[src/logic/afs_pkg.sv]
// package of register map, field positions and carrier types for the alarm flag setup block
// assumes one clock, synchronous active-low reset, and a 32-bit AXI4-Lite register bus
// What this block does
// - bit 15 latches the temperature alarm pin
// - bit 14 disables the temperature alarm pin
// - bit 13 latches open-sense on kelvin pin
// - bit 12 removes open-sense from kelvin pin
// - bit 11 latches ground alarm on kelvin
// - bit 10 masks ground alarm, drops pull-up
// - bit 9 latches the clamp alarm pin
// - bit 8 disables the clamp alarm pin
// - bit 7 latches guard alarm on kelvin
// - bit 6 removes guard alarm from kelvin
// - kelvin pin is OR of enabled open-sense, ground and guard alarms
// - status still reports pin-disabled alarms
package afs_pkg;
	// register byte addresses
	localparam logic [7:0] AFS_SETUP_ADDR = 8'h18; // register index 6 times four
	localparam logic [7:0] AFS_SETUP_IDX = 8'h06; // register index
	localparam logic [7:0] AFS_STAT_ADDR = 8'h00; // sticky event status, clear on read
	localparam logic [7:0] AFS_MASK_ADDR = 8'h04; // interrupt mask
	localparam logic [7:0] AFS_LIVE_ADDR = 8'h08; // live alarm levels
	localparam logic [7:0] AFS_CLR_ADDR = 8'h0c; // write ones to clear pin latches
	localparam logic [15:0] AFS_SETUP_RST = 16'h0000; // power-on safe setting
	localparam logic [15:0] AFS_SETUP_WMASK = 16'hffc0; // low six bits unused
	// setup field positions
	localparam int AFS_B_TMP_LAT = 15;
	localparam int AFS_B_TMP_DIS = 14;
	localparam int AFS_B_OS_LAT = 13;
	localparam int AFS_B_OS_DIS = 12;
	localparam int AFS_B_GND_LAT = 11;
	localparam int AFS_B_GND_DIS = 10;
	localparam int AFS_B_CL_LAT = 9;
	localparam int AFS_B_CL_DIS = 8;
	localparam int AFS_B_GRD_LAT = 7;
	localparam int AFS_B_GRD_DIS = 6;
	// alarm source index: 0 temp, 1 open sense, 2 ground, 3 clamp, 4 guard
	localparam int AFS_NSRC = 5;
	localparam logic [1:0] AFS_RESP_OKAY = 2'b00;
	localparam logic [1:0] AFS_RESP_SLVERR = 2'b10;
	// write and read channel payloads
	typedef struct packed {
		logic [7:0] addr;
	} afs_aw_t;
	typedef struct packed {
		logic [31:0] data;
		logic [3:0] strb;
	} afs_w_t;
	typedef struct packed {
		logic [31:0] data;
		logic [1:0] resp;
	} afs_r_t;
endpackage

[src/logic/afs_sync.sv]
// two flip-flop synchroniser for the alarm source levels
// assumes sources are asynchronous to mclk_i
module afs_sync #(
	parameter int W = 5
) (
	input wire logic mclk_i,
	input wire logic nrst_i,
	input wire logic [W-1:0] d_i,
	output logic [W-1:0] q_o
);
	typedef struct packed {
		logic [W-1:0] s1;
		logic [W-1:0] s2;
	} afs_sync_st_t;
	afs_sync_st_t st_r, st_nxt;
	// first stage feeds only the second
	always_comb begin
		st_nxt.s1 = d_i;
		st_nxt.s2 = st_r.s1;
	end
	// register stages
	always_ff @(posedge mclk_i) begin
		if (!nrst_i) begin
			st_r <= '0;
		end else begin
			st_r <= st_nxt;
		end
	end
	assign q_o = st_r.s2;
endmodule // afs_sync

[src/logic/afs_pin.sv]
// one alarm path to an open-drain pin: optional latch, then enable
// assumes alarm level already synchronised
module afs_pin (
	input wire logic mclk_i,
	input wire logic nrst_i,
	input wire logic alarm_i,
	input wire logic latch_en_i,
	input wire logic disable_i,
	input wire logic clear_i,
	output logic flag_o
);
	typedef struct packed {
		logic held;
	} afs_pin_st_t;
	afs_pin_st_t st_r, st_nxt;
	// latch holds through a clear while the alarm still stands
	always_comb begin
		st_nxt = st_r;
		if (alarm_i && latch_en_i) begin
			st_nxt.held = 1'b1; // set wins over clear
		end else if (clear_i || !latch_en_i) begin
			st_nxt.held = 1'b0;
		end
	end
	// register latch
	always_ff @(posedge mclk_i) begin
		if (!nrst_i) begin
			st_r <= '0;
		end else begin
			st_r <= st_nxt;
		end
	end
	// disabled path never flags
	assign flag_o = !disable_i && (alarm_i || (latch_en_i && st_r.held));
	a_latch_hold: assert property (@(posedge mclk_i) disable iff (!nrst_i)
		(latch_en_i && !disable_i && alarm_i && !clear_i) ##1 (latch_en_i && !clear_i && !disable_i)
		|-> flag_o) else $error("latched flag dropped");
	a_unlat_follow: assert property (@(posedge mclk_i) disable iff (!nrst_i)
		!latch_en_i |-> (flag_o == (alarm_i && !disable_i))) else $error("unlatched flag wrong");
endmodule // afs_pin

[src/logic/afs_top.sv]
// alarm flag setup: setup register, pin latches, kelvin merge, status and interrupt
// assumes AXI4-Lite master on mclk_i; alarm sources come asynchronously, clear comes from a register write
//
// Register access over AXI4-Lite was chosen for this implementation.
module afs_top
	import afs_pkg::*;
(
	input wire logic mclk_i,
	input wire logic nrst_i,
	// alarm sources: 0 temp, 1 open sense, 2 ground, 3 clamp, 4 guard
	input wire logic [afs_pkg::AFS_NSRC-1:0] alarm_src_i,
	// open-drain pins: output level low, enable high while pulling
	output logic over_temperature_alarm_pin_o,
	output logic over_temperature_alarm_pin_oe_o,
	output logic clamp_alarm_pin_o,
	output logic clamp_alarm_pin_oe_o,
	output logic kelvin_shared_alarm_pin_o,
	output logic kelvin_shared_alarm_pin_oe_o,
	output logic device_ground_sense_pullup_en_o,
	output logic irq_o,
	// axi4-lite slave
	input wire logic [7:0] s_awaddr_i,
	input wire logic s_awvalid_i,
	output logic s_awready_o,
	input wire logic [31:0] s_wdata_i,
	input wire logic [3:0] s_wstrb_i,
	input wire logic s_wvalid_i,
	output logic s_wready_o,
	output logic [1:0] s_bresp_o,
	output logic s_bvalid_o,
	input wire logic s_bready_i,
	input wire logic [7:0] s_araddr_i,
	input wire logic s_arvalid_i,
	output logic s_arready_o,
	output logic [31:0] s_rdata_o,
	output logic [1:0] s_rresp_o,
	output logic s_rvalid_o,
	input wire logic s_rready_i
);
	import afs_pkg::*;

	// whole module state
	typedef struct packed {
		logic [15:0] setup; // alarm setup register
		logic [AFS_NSRC-1:0] stat; // sticky alarm events
		logic [AFS_NSRC-1:0] mask; // interrupt mask, 1 enables
		logic [AFS_NSRC-1:0] prev; // last alarm levels for edge detect
		logic [AFS_NSRC-1:0] clr; // one-cycle latch clear pulses
		logic aw_have; // write address captured
		afs_aw_t aw;
		logic w_have; // write data captured
		afs_w_t w;
		logic bvalid;
		logic [1:0] bresp;
		logic rvalid;
		afs_r_t r;
	} afs_st_t;
	afs_st_t st_r, st_nxt;

	logic [AFS_NSRC-1:0] alarm_s; // synchronised alarm levels
	logic [AFS_NSRC-1:0] flag; // per-source pin contributions
	logic [AFS_NSRC-1:0] lat_en; // latch selects per source
	logic [AFS_NSRC-1:0] dis; // disable selects per source
	logic wr_go; // write commits this cycle
	logic rd_go; // read taken this cycle
	logic [AFS_NSRC-1:0] rise; // alarm onset events

	// true when the address names a mapped register
	function automatic logic afs_mapped(input logic [7:0] a);
		return (a == AFS_SETUP_ADDR) || (a == AFS_STAT_ADDR) || (a == AFS_MASK_ADDR)
			|| (a == AFS_LIVE_ADDR) || (a == AFS_CLR_ADDR);
	endfunction

	// merge a 32-bit write into a 16-bit register by byte strobes
	function automatic logic [15:0] afs_merge(input logic [15:0] old, input afs_w_t wr);
		logic [15:0] v;
		v = old;
		if (wr.strb[0]) begin
			v[7:0] = wr.data[7:0];
		end
		if (wr.strb[1]) begin
			v[15:8] = wr.data[15:8];
		end
		return v;
	endfunction

	// bring alarm levels into the clock domain
	afs_sync #(.W(AFS_NSRC)) u_sync (
		.mclk_i(mclk_i),
		.nrst_i(nrst_i),
		.d_i(alarm_src_i),
		.q_o(alarm_s)
	);

	// map setup bits onto each source
	always_comb begin
		lat_en[0] = st_r.setup[AFS_B_TMP_LAT];
		dis[0] = st_r.setup[AFS_B_TMP_DIS];
		lat_en[1] = st_r.setup[AFS_B_OS_LAT];
		dis[1] = st_r.setup[AFS_B_OS_DIS];
		lat_en[2] = st_r.setup[AFS_B_GND_LAT];
		dis[2] = st_r.setup[AFS_B_GND_DIS];
		lat_en[3] = st_r.setup[AFS_B_CL_LAT];
		dis[3] = st_r.setup[AFS_B_CL_DIS];
		lat_en[4] = st_r.setup[AFS_B_GRD_LAT];
		dis[4] = st_r.setup[AFS_B_GRD_DIS];
	end

	// one latch-and-enable path per source
	for (genvar g = 0; g < AFS_NSRC; g++) begin : g_pin
		afs_pin u_pin (
			.mclk_i(mclk_i),
			.nrst_i(nrst_i),
			.alarm_i(alarm_s[g]),
			.latch_en_i(lat_en[g]),
			.disable_i(dis[g]),
			.clear_i(st_r.clr[g]),
			.flag_o(flag[g])
		);
	end

	// open-drain pins: drive low while flagged
	assign over_temperature_alarm_pin_o = 1'b0;
	assign over_temperature_alarm_pin_oe_o = flag[0];
	assign clamp_alarm_pin_o = 1'b0;
	assign clamp_alarm_pin_oe_o = flag[3];
	assign kelvin_shared_alarm_pin_o = 1'b0;
	assign kelvin_shared_alarm_pin_oe_o = flag[1] | flag[2] | flag[4];
	// ground sense pull-up dropped with its alarm
	assign device_ground_sense_pullup_en_o = !st_r.setup[AFS_B_GND_DIS];

	// interrupt: any unmasked sticky event
	assign irq_o = |(st_r.stat & st_r.mask);

	// bus handshakes
	assign s_awready_o = !st_r.aw_have && !st_r.bvalid;
	assign s_wready_o = !st_r.w_have && !st_r.bvalid;
	assign s_bvalid_o = st_r.bvalid;
	assign s_bresp_o = st_r.bresp;
	assign s_arready_o = !st_r.rvalid;
	assign s_rvalid_o = st_r.rvalid;
	assign s_rdata_o = st_r.r.data;
	assign s_rresp_o = st_r.r.resp;

	assign rise = alarm_s & ~st_r.prev;
	assign rd_go = s_arvalid_i && s_arready_o;
	assign wr_go = (st_r.aw_have || s_awvalid_i) && (st_r.w_have || s_wvalid_i) && !st_r.bvalid;

	// next-state: bus slave, registers, status
	always_comb begin
		afs_aw_t aw_c; // address seen this cycle
		afs_w_t w_c; // data seen this cycle
		logic [AFS_NSRC-1:0] stat_clr; // read-clear of status
		aw_c = st_r.aw_have ? st_r.aw : afs_aw_t'(s_awaddr_i);
		w_c = st_r.w_have ? st_r.w : afs_w_t'({s_wdata_i, s_wstrb_i});
		stat_clr = '0;
		st_nxt = st_r;
		st_nxt.prev = alarm_s;
		st_nxt.clr = '0;
		// capture write halves in either order
		if (s_awvalid_i && s_awready_o && !wr_go) begin
			st_nxt.aw_have = 1'b1;
			st_nxt.aw = aw_c;
		end
		if (s_wvalid_i && s_wready_o && !wr_go) begin
			st_nxt.w_have = 1'b1;
			st_nxt.w = w_c;
		end
		// commit write once both halves are here
		if (wr_go) begin
			st_nxt.aw_have = 1'b0;
			st_nxt.w_have = 1'b0;
			st_nxt.bvalid = 1'b1;
			st_nxt.bresp = afs_mapped(aw_c.addr) ? AFS_RESP_OKAY : AFS_RESP_SLVERR;
			unique case (aw_c.addr)
				AFS_SETUP_ADDR: begin
					// unused low bits kept zero
					st_nxt.setup = afs_merge(st_r.setup, w_c) & AFS_SETUP_WMASK;
				end
				AFS_MASK_ADDR: begin
					if (w_c.strb[0]) begin
						st_nxt.mask = w_c.data[AFS_NSRC-1:0];
					end
				end
				AFS_CLR_ADDR: begin
					if (w_c.strb[0]) begin
						st_nxt.clr = w_c.data[AFS_NSRC-1:0];
					end
				end
				default: begin
				end
			endcase
		end
		if (st_r.bvalid && s_bready_i) begin
			st_nxt.bvalid = 1'b0;
		end
		// read answer one cycle after address
		if (rd_go) begin
			st_nxt.rvalid = 1'b1;
			st_nxt.r.resp = afs_mapped(s_araddr_i) ? AFS_RESP_OKAY : AFS_RESP_SLVERR;
			st_nxt.r.data = '0;
			unique case (s_araddr_i)
				AFS_SETUP_ADDR: begin
					st_nxt.r.data = {16'h0000, st_r.setup};
				end
				AFS_STAT_ADDR: begin
					st_nxt.r.data = {27'h0000000, st_r.stat};
					stat_clr = st_r.stat;
				end
				AFS_MASK_ADDR: begin
					st_nxt.r.data = {27'h0000000, st_r.mask};
				end
				AFS_LIVE_ADDR: begin
					st_nxt.r.data = {27'h0000000, alarm_s};
				end
				default: begin
				end
			endcase
		end else if (st_r.rvalid && s_rready_i) begin
			st_nxt.rvalid = 1'b0;
		end
		// status ignores pin disables; new onset beats read-clear
		st_nxt.stat = (st_r.stat & ~stat_clr) | rise;
	end

	// register state
	always_ff @(posedge mclk_i) begin
		if (!nrst_i) begin
			st_r <= '0;
			st_r.setup <= AFS_SETUP_RST;
		end else begin
			st_r <= st_nxt;
		end
	end

	// checks
	a_tmp_disable: assert property (@(posedge mclk_i) disable iff (!nrst_i)
		st_r.setup[AFS_B_TMP_DIS] |-> !over_temperature_alarm_pin_oe_o)
		else $error("temp pin driven while disabled");
	a_clamp_disable: assert property (@(posedge mclk_i) disable iff (!nrst_i)
		st_r.setup[AFS_B_CL_DIS] |-> !clamp_alarm_pin_oe_o)
		else $error("clamp pin driven while disabled");
	a_kel_merge: assert property (@(posedge mclk_i) disable iff (!nrst_i)
		kelvin_shared_alarm_pin_oe_o == (flag[1] | flag[2] | flag[4]))
		else $error("kelvin pin not merged");
	a_kel_os_off: assert property (@(posedge mclk_i) disable iff (!nrst_i)
		(st_r.setup[AFS_B_OS_DIS] && !flag[2] && !flag[4]) |-> !kelvin_shared_alarm_pin_oe_o)
		else $error("open sense flagged while off");
	a_kel_guard_off: assert property (@(posedge mclk_i) disable iff (!nrst_i)
		(st_r.setup[AFS_B_GRD_DIS] && !flag[1] && !flag[2]) |-> !kelvin_shared_alarm_pin_oe_o)
		else $error("guard flagged while off");
	a_gnd_pullup: assert property (@(posedge mclk_i) disable iff (!nrst_i)
		st_r.setup[AFS_B_GND_DIS] |-> (!device_ground_sense_pullup_en_o && !flag[2]))
		else $error("ground pull-up or flag left on");
	a_stat_report: assert property (@(posedge mclk_i) disable iff (!nrst_i)
		(alarm_s[0] && !st_r.prev[0]) |=> st_r.stat[0])
		else $error("disabled alarm not reported");
	a_tmp_unlat: assert property (@(posedge mclk_i) disable iff (!nrst_i)
		(!st_r.setup[AFS_B_TMP_LAT] && !st_r.setup[AFS_B_TMP_DIS])
		|-> (over_temperature_alarm_pin_oe_o == alarm_s[0]))
		else $error("temp pin not following alarm");
	a_setup_low: assert property (@(posedge mclk_i) disable iff (!nrst_i)
		st_r.setup[5:0] == 6'h00) else $error("unused setup bits set");
	a_clamp_latch: assert property (@(posedge mclk_i) disable iff (!nrst_i)
		(st_r.setup[AFS_B_CL_LAT] && !st_r.setup[AFS_B_CL_DIS] && alarm_s[3] && !st_r.clr[3])
		##1 (st_r.setup[AFS_B_CL_LAT] && !st_r.setup[AFS_B_CL_DIS] && !st_r.clr[3])
		|-> clamp_alarm_pin_oe_o) else $error("clamp latch lost");
endmodule // afs_top

[config.mk]
export PLATFORM = sky130hd
export DESIGN_NAME = afs_top
export DESIGN_NICKNAME = d
export VERILOG_FILES = /design/src/logic/afs_pkg.sv /design/src/logic/afs_sync.sv /design/src/logic/afs_pin.sv /design/src/logic/afs_top.sv
export SDC_FILE = /design/constraint.sdc
export NUM_CORES = 1
export LEC_CHECK = 0
export BUFFER_PORTS_ARGS = -buffer_cell sky130_fd_sc_hd__buf_4
export CELL_PAD_IN_SITES_DETAIL_PLACEMENT = 0
export CELL_PAD_IN_SITES_GLOBAL_PLACEMENT = 2
export CORE_MARGIN = 1.5
export CORE_UTILIZATION = 23
export DETAILED_ROUTE_END_ITERATION = 8
export PLACE_DENSITY = 0.72
export SLEW_MARGIN = 25
export SYNTH_ARGS = -nofsm -noshare
export SYNTH_HDL_FRONTEND = slang
export SYNTH_SLANG_ARGS = --single-unit
[constraint.sdc]
create_clock -name mclk_i -period 2.3 [get_ports mclk_i]
set_input_delay 0.46 -clock mclk_i [delete_from_list [all_inputs] [get_ports mclk_i]]
set_output_delay 0.46 -clock mclk_i [all_outputs]
set_load 0.1 [all_outputs]
==> results of run 1 <==
layer usage:
metal,wire [um],part of all wire,global-route usage,vias to the layer above
li1,-,-,-,1532
met1,4490,0.48,0.133,1395
met2,4170,0.45,0.165,69
met3,527,0.056,0.0314,13
met4,176,0.019,0.0448,0
met5,0,0,0,-
placed cells by master (no fill, tap or decap), types with 14 or more instances in the layout:
cell / netlist / final
dfxtp_1: 91 / 90
buf_4: 39 / 81
nand2_1: 63 / 63
mux2i_1: 22 / 22
conb_1: 1 / 22
nor2b_1: 21 / 21
a21boi_0: 18 / 18
and2_1: 17 / 17
inv_1: 14 / 14
metrics by stage:
| stage | util | power, W | setup WS [ps] | std cells | cell area (sq um) |
|---|---|---|---|---|---|
| global placement | 0.269 | 0.00230 | 294 | 697 | 4630 |
| detailed placement | 0.269 | 0.00231 | 271 | 697 | 4630 |
| finish | 0.287 | 0.00386 | 356 | 712 | 4950 |
| floorplan | - | 0.00219 | 106 | 451 | 4130 |
| global route | 0.287 | 0.00401 | 286 | 712 | 4950 |
| CTS | 0.287 | 0.00393 | 340 | 712 | 4950 |
area by class of cell:
| type | instances | area (sq um) |
|---|---|---|
| clock inverter | 4 | 73.8 |
| tap | 225 | 282 |
| clock buffer | 11 | 253 |
| inverter | 14 | 52.6 |
| sequential | 91 | 1820 |
| multi-input combinational | 286 | 1860 |
| fill | 1808 | 12300 |
| timing repair buffer | 81 | 608 |
registers in the layout, indices dropped and copies added, names as in the netlist:
name and count:
s_bresp_o 1, s_rdata_o 15, dis 5, u_sync.q_o 5
s_rresp_o 1, st_r 47, g_pin.u_pin.st_r 5, lat_en 5
s_rvalid_o 1, u_sync.st_nxt 5, s_bvalid_o 1
kinds of logic (layout without fill, tap and decap cells):
group | after synthesis | count (layout)
compound gates | 85 | 85
buf+inv | 74 | 110
flops | 91 | 91
mux | 32 | 32
other cells | 1 | 22
simple gates | 147 | 147
path summary, 6_finish.rpt:
kind              cells past startpoint                           end  slack [ps]              from
setup / recovery                      4  kelvin_shared_alarm_pin_oe_o         360         lat_en[2]
hold / removal                        2              u_sync.st_nxt[0]         320    alarm_src_i[0]
setup reg to reg                      4                     lat_en[4]         440          st_r[76]
hold reg to reg                       1                 u_sync.q_o[2]         430  u_sync.st_nxt[2]
power by group:
group          switching [W]  total [W]  internal, W
logic               0.000430   0.000607     0.000177
registers          0.0000356    0.00166      0.00163
clock network       0.000592    0.00160      0.00100
critical path, cell delays in order, from the launching register on:
cell and delay, ps:
dfxtp_1 410, a21oi_1 100, o22a_1 190, o21ai_1 110, buf_4 320
cell usage after synthesis, drive strengths merged (2+ instances only):
library cell,n,share of area
a21boi,19,0.035
mux2,10,0.028
o221a,8,0.022
mux2i,22,0.055
and3,2,0.0031
nor2,13,0.012
a22o,10,0.022
o21ai,9,0.011
and2,18,0.029
o22a,9,0.020
nand2b,4,0.0062
dfxtp,91,0.45
nand2,63,0.059
a21oi,11,0.014
a22oi,12,0.026
nand3,3,0.0037
inv,14,0.013
o211a,2,0.0050
nor3b,5,0.0093
clkbuf,12,0.011
nor4bb,2,0.0050
buf,48,0.085
nand3b,3,0.0056
nor4,5,0.011
nor2b,21,0.033
nand4,4,0.0062
==> metrics.txt, run 1 <==
outcome=complete, no violations; placeable core area=0.0172 sq mm; crit path DAT=1480 ps; CTS resizes=0; CTS tree=built; final max-slew violation count=0; synthesized area per cell=9.38 sq um; DP Wirelength=7150 um; cell area power density=780 mW/mm^2; sequential-to-total area share from yosys stat=0.451; Compound-Gate Fraction of Synth Area=0.166; layout cells sized above 1=0.248; Die W=135 um; GP Congestion=0.742; starting DRC count in detailed routing=167; worst-skew pair later-pin latency=340 ps; via count=3009; kind of end point of the critical path=output pin; 1st-pass router iterations=4; die area=0.0183 sq mm; final wirelength=9350 um; via/cell ratio=4.23; starting density of the core=0.234; Synth Flop Type=dfxtp_1; Slew @ Worst Pin=560 ps; first-pass GRT wire length=around 15000 um; root buffer cell=clkbuf_16; synth warn=0; IO Pins=113; simple-gate share of the synthesized area=0.191; RSZ-0062 raised after global routing=no; Synth Area in Adders=0; Post-synth ARST share=0; vias in the first global route=2866; area grow syn2layout=22.8%; Syn Inst Count=430; Mapped Area=0.00404 sq mm; Critical Path RT=1840 ps; Clock Sinks=91; Tot GR Track Use=0.105; post-synthesis mux area share=0.0825; Peak Freq=0.514 GHz; main combinational cell family by area after synthesis=simple AND/OR/NAND/NOR gates; antenna cells=0; Die H=135 um; setup TNS=0 ps; startpoint types=flop; Rel. slew slack=0.626; Worst-path clk slew=60 ps; final setup vio count=0; CTS HTree Levels=3; GRT overflow=0; Layout Skew=between 4 and 5 ps; min-delay worst type=input port to flop; initial antenna violation count=0; Setup CP Type=flop to output pin; final hold viol count=0; MaxCap Viol Count=0; FP Rows=48; Yosys reg bits=91; DR WL/cell=13.1 um; crit path max fanout=4; total CTS buffers=9; CTS Buffer Depth=2; Port Buffers=71; largest net degree at the start of global routing=38; Final Net Count=between 500 and 600; # hold bufs at CTS=0; Final Critical Period=1940 ps; post-synth cell types=44; Synth Area in XOR/XNOR=0; Pleak=1.99 nW; hold_ws=324 ps; antenna viol nets, final=0; postcts setup bufs=0; VDD IR max=0.000372 V; number of synthesized flops with an enable pin=0; final worst path period share=0.845; # DRC=0
Power figures use the tool's default switching activity.
==> run 2: changes to the inputs <==
Clock period 2.3 ns to 2 ns, I/O delays scaled along.
==> metrics.txt, run 2 (synthesis gave the netlist of run 1 again) <==
outcome=complete, no violations; Tot Pwr=0.00436 W (+13%); die area=0.0183 sq mm (unchanged); GP Congestion=0.739 (-0.44%); Slew @ Worst Pin=544 ps (-15.5 ps); Worst-path clk slew=60 ps (about the same); antenna cells=0 (unchanged); root buffer cell=clkbuf_16; Final Net Count=549 (+0.37%); design area=0.00497 sq mm (+0.23%); cells along the critical path=a21oi_1 -> o22a_1 -> o21ai_2 -> buf_4; Die H=135 um (unchanged); initial antenna violation count=0 (unchanged); CTS tree=built; commonest non-fill, non-tap cell in the layout=dfxtp_1; DR WL/cell=13.3 um (+1.3%); CP Capture Point=kelvin_shared_alarm_pin_oe_o; crit path max fanout=4 (unchanged); starting density of the core=0.234 (unchanged); final setup vio count=0 (unchanged); DP Area=0.00465 sq mm (+0.54%); final max-slew violation count=0 (unchanged); Crit Reg-Reg Endpoint=lat_en[2]; commonest non-fill, non-tap cells in the layout=dfxtp_1, buf_4, nand2_1; Top Usage Layer GRT=met2; hold_sp=alarm_src_i[3]; Layout Skew=4.33 ps (+0.139 ps); setup slack, reg-to-reg=210 ps (-230 ps); 1st-pass router iterations=4 (unchanged); FP Rows=48 (unchanged); Crit Reg-Reg Startpoint=st_r[79]; GRT overflow=0 (unchanged); Port Buffers=71 (unchanged); Setup CP Type=flop to output pin; kind of end point of the critical path=output pin; antenna viol nets, final=0 (unchanged); worst path bufs/invs=1 (unchanged); first-pass GRT wire length=15200 um (+2.6%); via count=3025 (+0.53%); starting DRC count in detailed routing=169 (+1.2%); largest net degree at the start of global routing=52 (+37%); DP Wirelength=7260 um (+1.6%); total CTS buffers=9 (unchanged); IO Pins=113 (unchanged); CTS HTree Levels=3 (unchanged); RSZ-0062 raised after global routing=no; met2 Use GR=0.163 (-0.00170); cell area power density=878 mW/mm^2 (+13%); met1 Resource Use GR=0.144 (+0.0113); startpoint types=flop; VDD IR max=0.000512 V (+38%); final wirelength=9520 um (+1.8%); Tot GR Track Use=0.107 (+0.00223); min-delay worst type=input port to flop; instance count on the critical path=4 (unchanged); Top reg by flops=st_r; layout cells sized above 1=0.261 (+0.0128); vias in the first global route=2802 (-2.2%); Pleak=1.99 nW (about the same); Max stage delay on crit path=410 ps (about the same); Crit-path slowest cell=dfxtp_1; final worst path period share=0.924; crit path DAT=1450 ps (-30 ps); setup TNS=0 ps (unchanged); max reg flops=47 (unchanged); R2R depth=4 (unchanged); Clock Sinks=91 (unchanged); delay-heaviest family, CP=flip-flops; Rel. slew slack=0.636 (+0.0104); CTS resizes=0 (unchanged); area grow syn2layout=23.1%; Critical Path Source=lat_en[2]; final hold viol count=0 (unchanged); # DRC=0 (unchanged); worst-skew pair later-pin latency=340 ps (about the same); MaxCap Viol Count=0 (unchanged); Final Core Density=0.288 (+0.000654); hold_ws=268 ps (-56.3 ps); postcts setup bufs=0 (unchanged); placeable core area=0.0172 sq mm (unchanged); Final Critical Period=between 1500 and 2000 ps; Critical Path RT=1600 ps (-240 ps); Die W=135 um (unchanged); # hold bufs at CTS=0 (unchanged); CTS Buffer Depth=2 (unchanged); Peak Freq=0.541 GHz; via/cell ratio=4.23 (+0.11%); met3 usage=0.0314 (unchanged)
-- run 2: final cells by class --
cell class | count | area (sq um)
Fill cell | 1820 | 12300
Multi-Input combinational cell | 286 | 1870
Sequential cell | 91 | 1820
Timing Repair Buffer | 83 | 623
Tap cell | 225 | 282
Clock buffer | 11 | 253
Clock inverter | 5 | 60.1
Inverter | 14 | 52.6
-- run 2: report_power, final --
part	switching, W	internal [W]
clock	0.000700	0.00104
sequential	0.0000409	0.00187
combinational	0.000498	0.000209
-- run 2: worst min path at each step --
stage                       end  slack, ps  cells past startpoint
6_report       u_sync.st_nxt[3]        270                      2
5_1_grt        u_sync.st_nxt[3]        250                      2
4_1_cts        u_sync.st_nxt[3]        250                      2
3_5_place_dp      u_sync.q_o[4]        420                      1
3_3_place_gp      u_sync.q_o[2]        420                      1
2_1_floorplan     u_sync.q_o[0]        410                      1
-- run 2: per-stage QoR --
step | std cells | worst slack, ps
2_1_floorplan | 451 | -17.8
3_3_place_gp | 699 | 81.5
3_5_place_dp | 699 | 57.2
4_1_cts | 715 | 133
5_1_grt | 715 | 58.1
6_report | 715 | 153
-- run 2: layer usage --
layer	routed length, um	vias to the layer above
met2	4360	69
met1	4580	1407
met4	101	0
li1	-	1542
met3	474	7
met5	0	-
==> run 3: changes to the inputs <==
Settings changed: CTS_BUF_LIST from default to sky130_fd_sc_hd__clkbuf_8 sky130_fd_sc_hd__clkbuf_16, CTS_CLUSTER_DIAMETER from default to 50, PLACE_DENSITY 0.72 to 0.74.
Clock period 2 ns to 1.6 ns, I/O delays scaled along.
==> metrics.txt, run 3 (synthesis gave the netlist of run 1 again) <==
FP Rows=48 (unchanged); Fill cells=1769 (-2.8%); initial antenna violation count=0 (unchanged); Final Critical Period=1710 ps; cells along the critical path=a222oi_1 -> nand2_1 -> buf_12; largest net degree at the start of global routing=31 (-40%); Max stage delay on crit path=340 ps (-70 ps); VDD IR max=0.000591 V (+15%); commonest non-fill, non-tap cell in the layout=buf_4; final wirelength=10000 um (+5.3%); worst-skew pair later-pin latency=340 ps (about the same); antenna cells=0 (unchanged); GP Congestion=0.764 (+3.4%); crit path max fanout=2 (-2); kind of end point of the critical path=output pin; Pleak=2.25 nW (+13%); final hold viol count=0 (unchanged); Tot GR Track Use=0.114 (+0.00701); crit path DAT=1390 ps (-60 ps); Worst Slack Setup Final=-114 ps (-267 ps); IO Pins=113 (unchanged); setup slack, reg-to-reg=50 ps (-160 ps); Peak Freq=0.583 GHz; DP Wirelength=7690 um (+5.9%); # hold bufs at CTS=0 (unchanged); CTS HTree Levels=3 (unchanged); startpoint types=flop; Crit-path slowest cell=a222oi_1; antenna viol nets, final=0 (unchanged); # DRC=0 (unchanged); GRT overflow=0 (unchanged); CTS Buffer Depth=2 (unchanged); Setup CP Type=flop to output pin; DR WL/cell=13.4 um (+0.97%); worst path bufs/invs=1 (unchanged); root buffer cell=clkbuf_16; first-pass GRT wire length=16200 um (+6.7%); Worst-path clk slew=60 ps (about the same); Layout Skew=9.23 ps (+4.90 ps); Top reg by flops=st_r; RSZ-0062 raised after global routing=yes; delay-heaviest family, CP=compound AO/OA/AOI/OAI gates; DP Area=0.00491 sq mm (+5.5%); Die H=135 um (unchanged); min-delay worst type=input port to flop; max reg flops=47 (unchanged); final max-slew violation count=0 (unchanged); 1st-pass router iterations=4 (unchanged); cell area power density=991 mW/mm^2 (+13%); layout cells sized above 1=0.351 (+0.0900); area grow syn2layout=33.9%; design area=0.00540 sq mm (+8.8%); final worst path period share=1.07; Die W=135 um (unchanged); starting density of the core=0.234 (unchanged); Critical Path RT=1280 ps (-320 ps); total CTS buffers=9 (unchanged); final setup vio count=1 (+1); Port Buffers=71 (unchanged); failing checks=setup timing; pre-CTS setup slack=-224 ps (-281 ps); hold_ws=183 ps (-85.2 ps); Final Core Density=0.313 (+0.0253); via/cell ratio=4.23 (about the same); CTS tree=built; Slew @ Worst Pin=541 ps (-3.80 ps); commonest non-fill, non-tap cells in the layout=buf_4, dfxtp_1, nand2_1; via count=3155 (+4.3%); vias in the first global route=3150 (+12%); placeable core area=0.0172 sq mm (unchanged); Rel. slew slack=0.636 (about the same); MaxCap Viol Count=0 (unchanged); outcome=complete, but fails checks; starting DRC count in detailed routing=118 (-30%); die area=0.0183 sq mm (unchanged); Final Net Count=580 (+5.6%); Clock Sinks=91 (unchanged)
[run 3: repair_timing]
action / CTS / global route
buffers inserted: 5 / 0
pin swaps: 4 / 5
cloned: 0 / 0
gates resized for setup: 15 / 27
setup endpoints to repair: 17 / 44
[run 3: through the flow]
stage | setup TNS, ps | power [W] | instances
6_report | -114 | 0.00535 | 746
5_1_grt | -868 | 0.00560 | 746
4_1_cts | -118 | 0.00539 | 746
3_5_place_dp | -5330 | 0.00338 | 725
3_3_place_gp | -5020 | 0.00337 | 725
2_1_floorplan | -2940 | 0.00315 | 451
[run 3: cell type report]
type	count	area, sq um	share of cell area
timing repair buffer	114	928	0.172
clock buffer	10	239	0.0442
tap	225	282	0.0521
multi-input combinational	286	2010	0.373
inverter	14	52.6	0.00973
sequential	91	1850	0.342
clock inverter	6	38.8	0.00718
[run 3: path summary, 6_finish.rpt]
kind,from,endpoint,cells past startpoint
worst max-delay path,st_r[98],irq_o,3
worst min-delay path,alarm_src_i[2],u_sync.st_nxt[2],2
worst max register to register,st_r[82],lat_en[0],7
worst min register to register,u_sync.st_nxt[2],u_sync.q_o[2],1
[run 3: where the power goes]
group | switching, W | internal, W | total (W)
sequential | 0.0000461 | 0.00234 | 0.00238
clock | 0.000895 | 0.00109 | 0.00199
combinational | 0.000655 | 0.000327 | 0.000982
[run 3: routing by layer]
layer  vias to the layer above  GRT usage  wire (um)  part of all wire
met5                         -          0          0                 0
met4                         0     0.0376        132             0.013
met3                         8     0.0340        548             0.055
met2                        77      0.184       4660              0.46
met1                      1468      0.145       4680              0.47
li1                       1602          -          -                 -
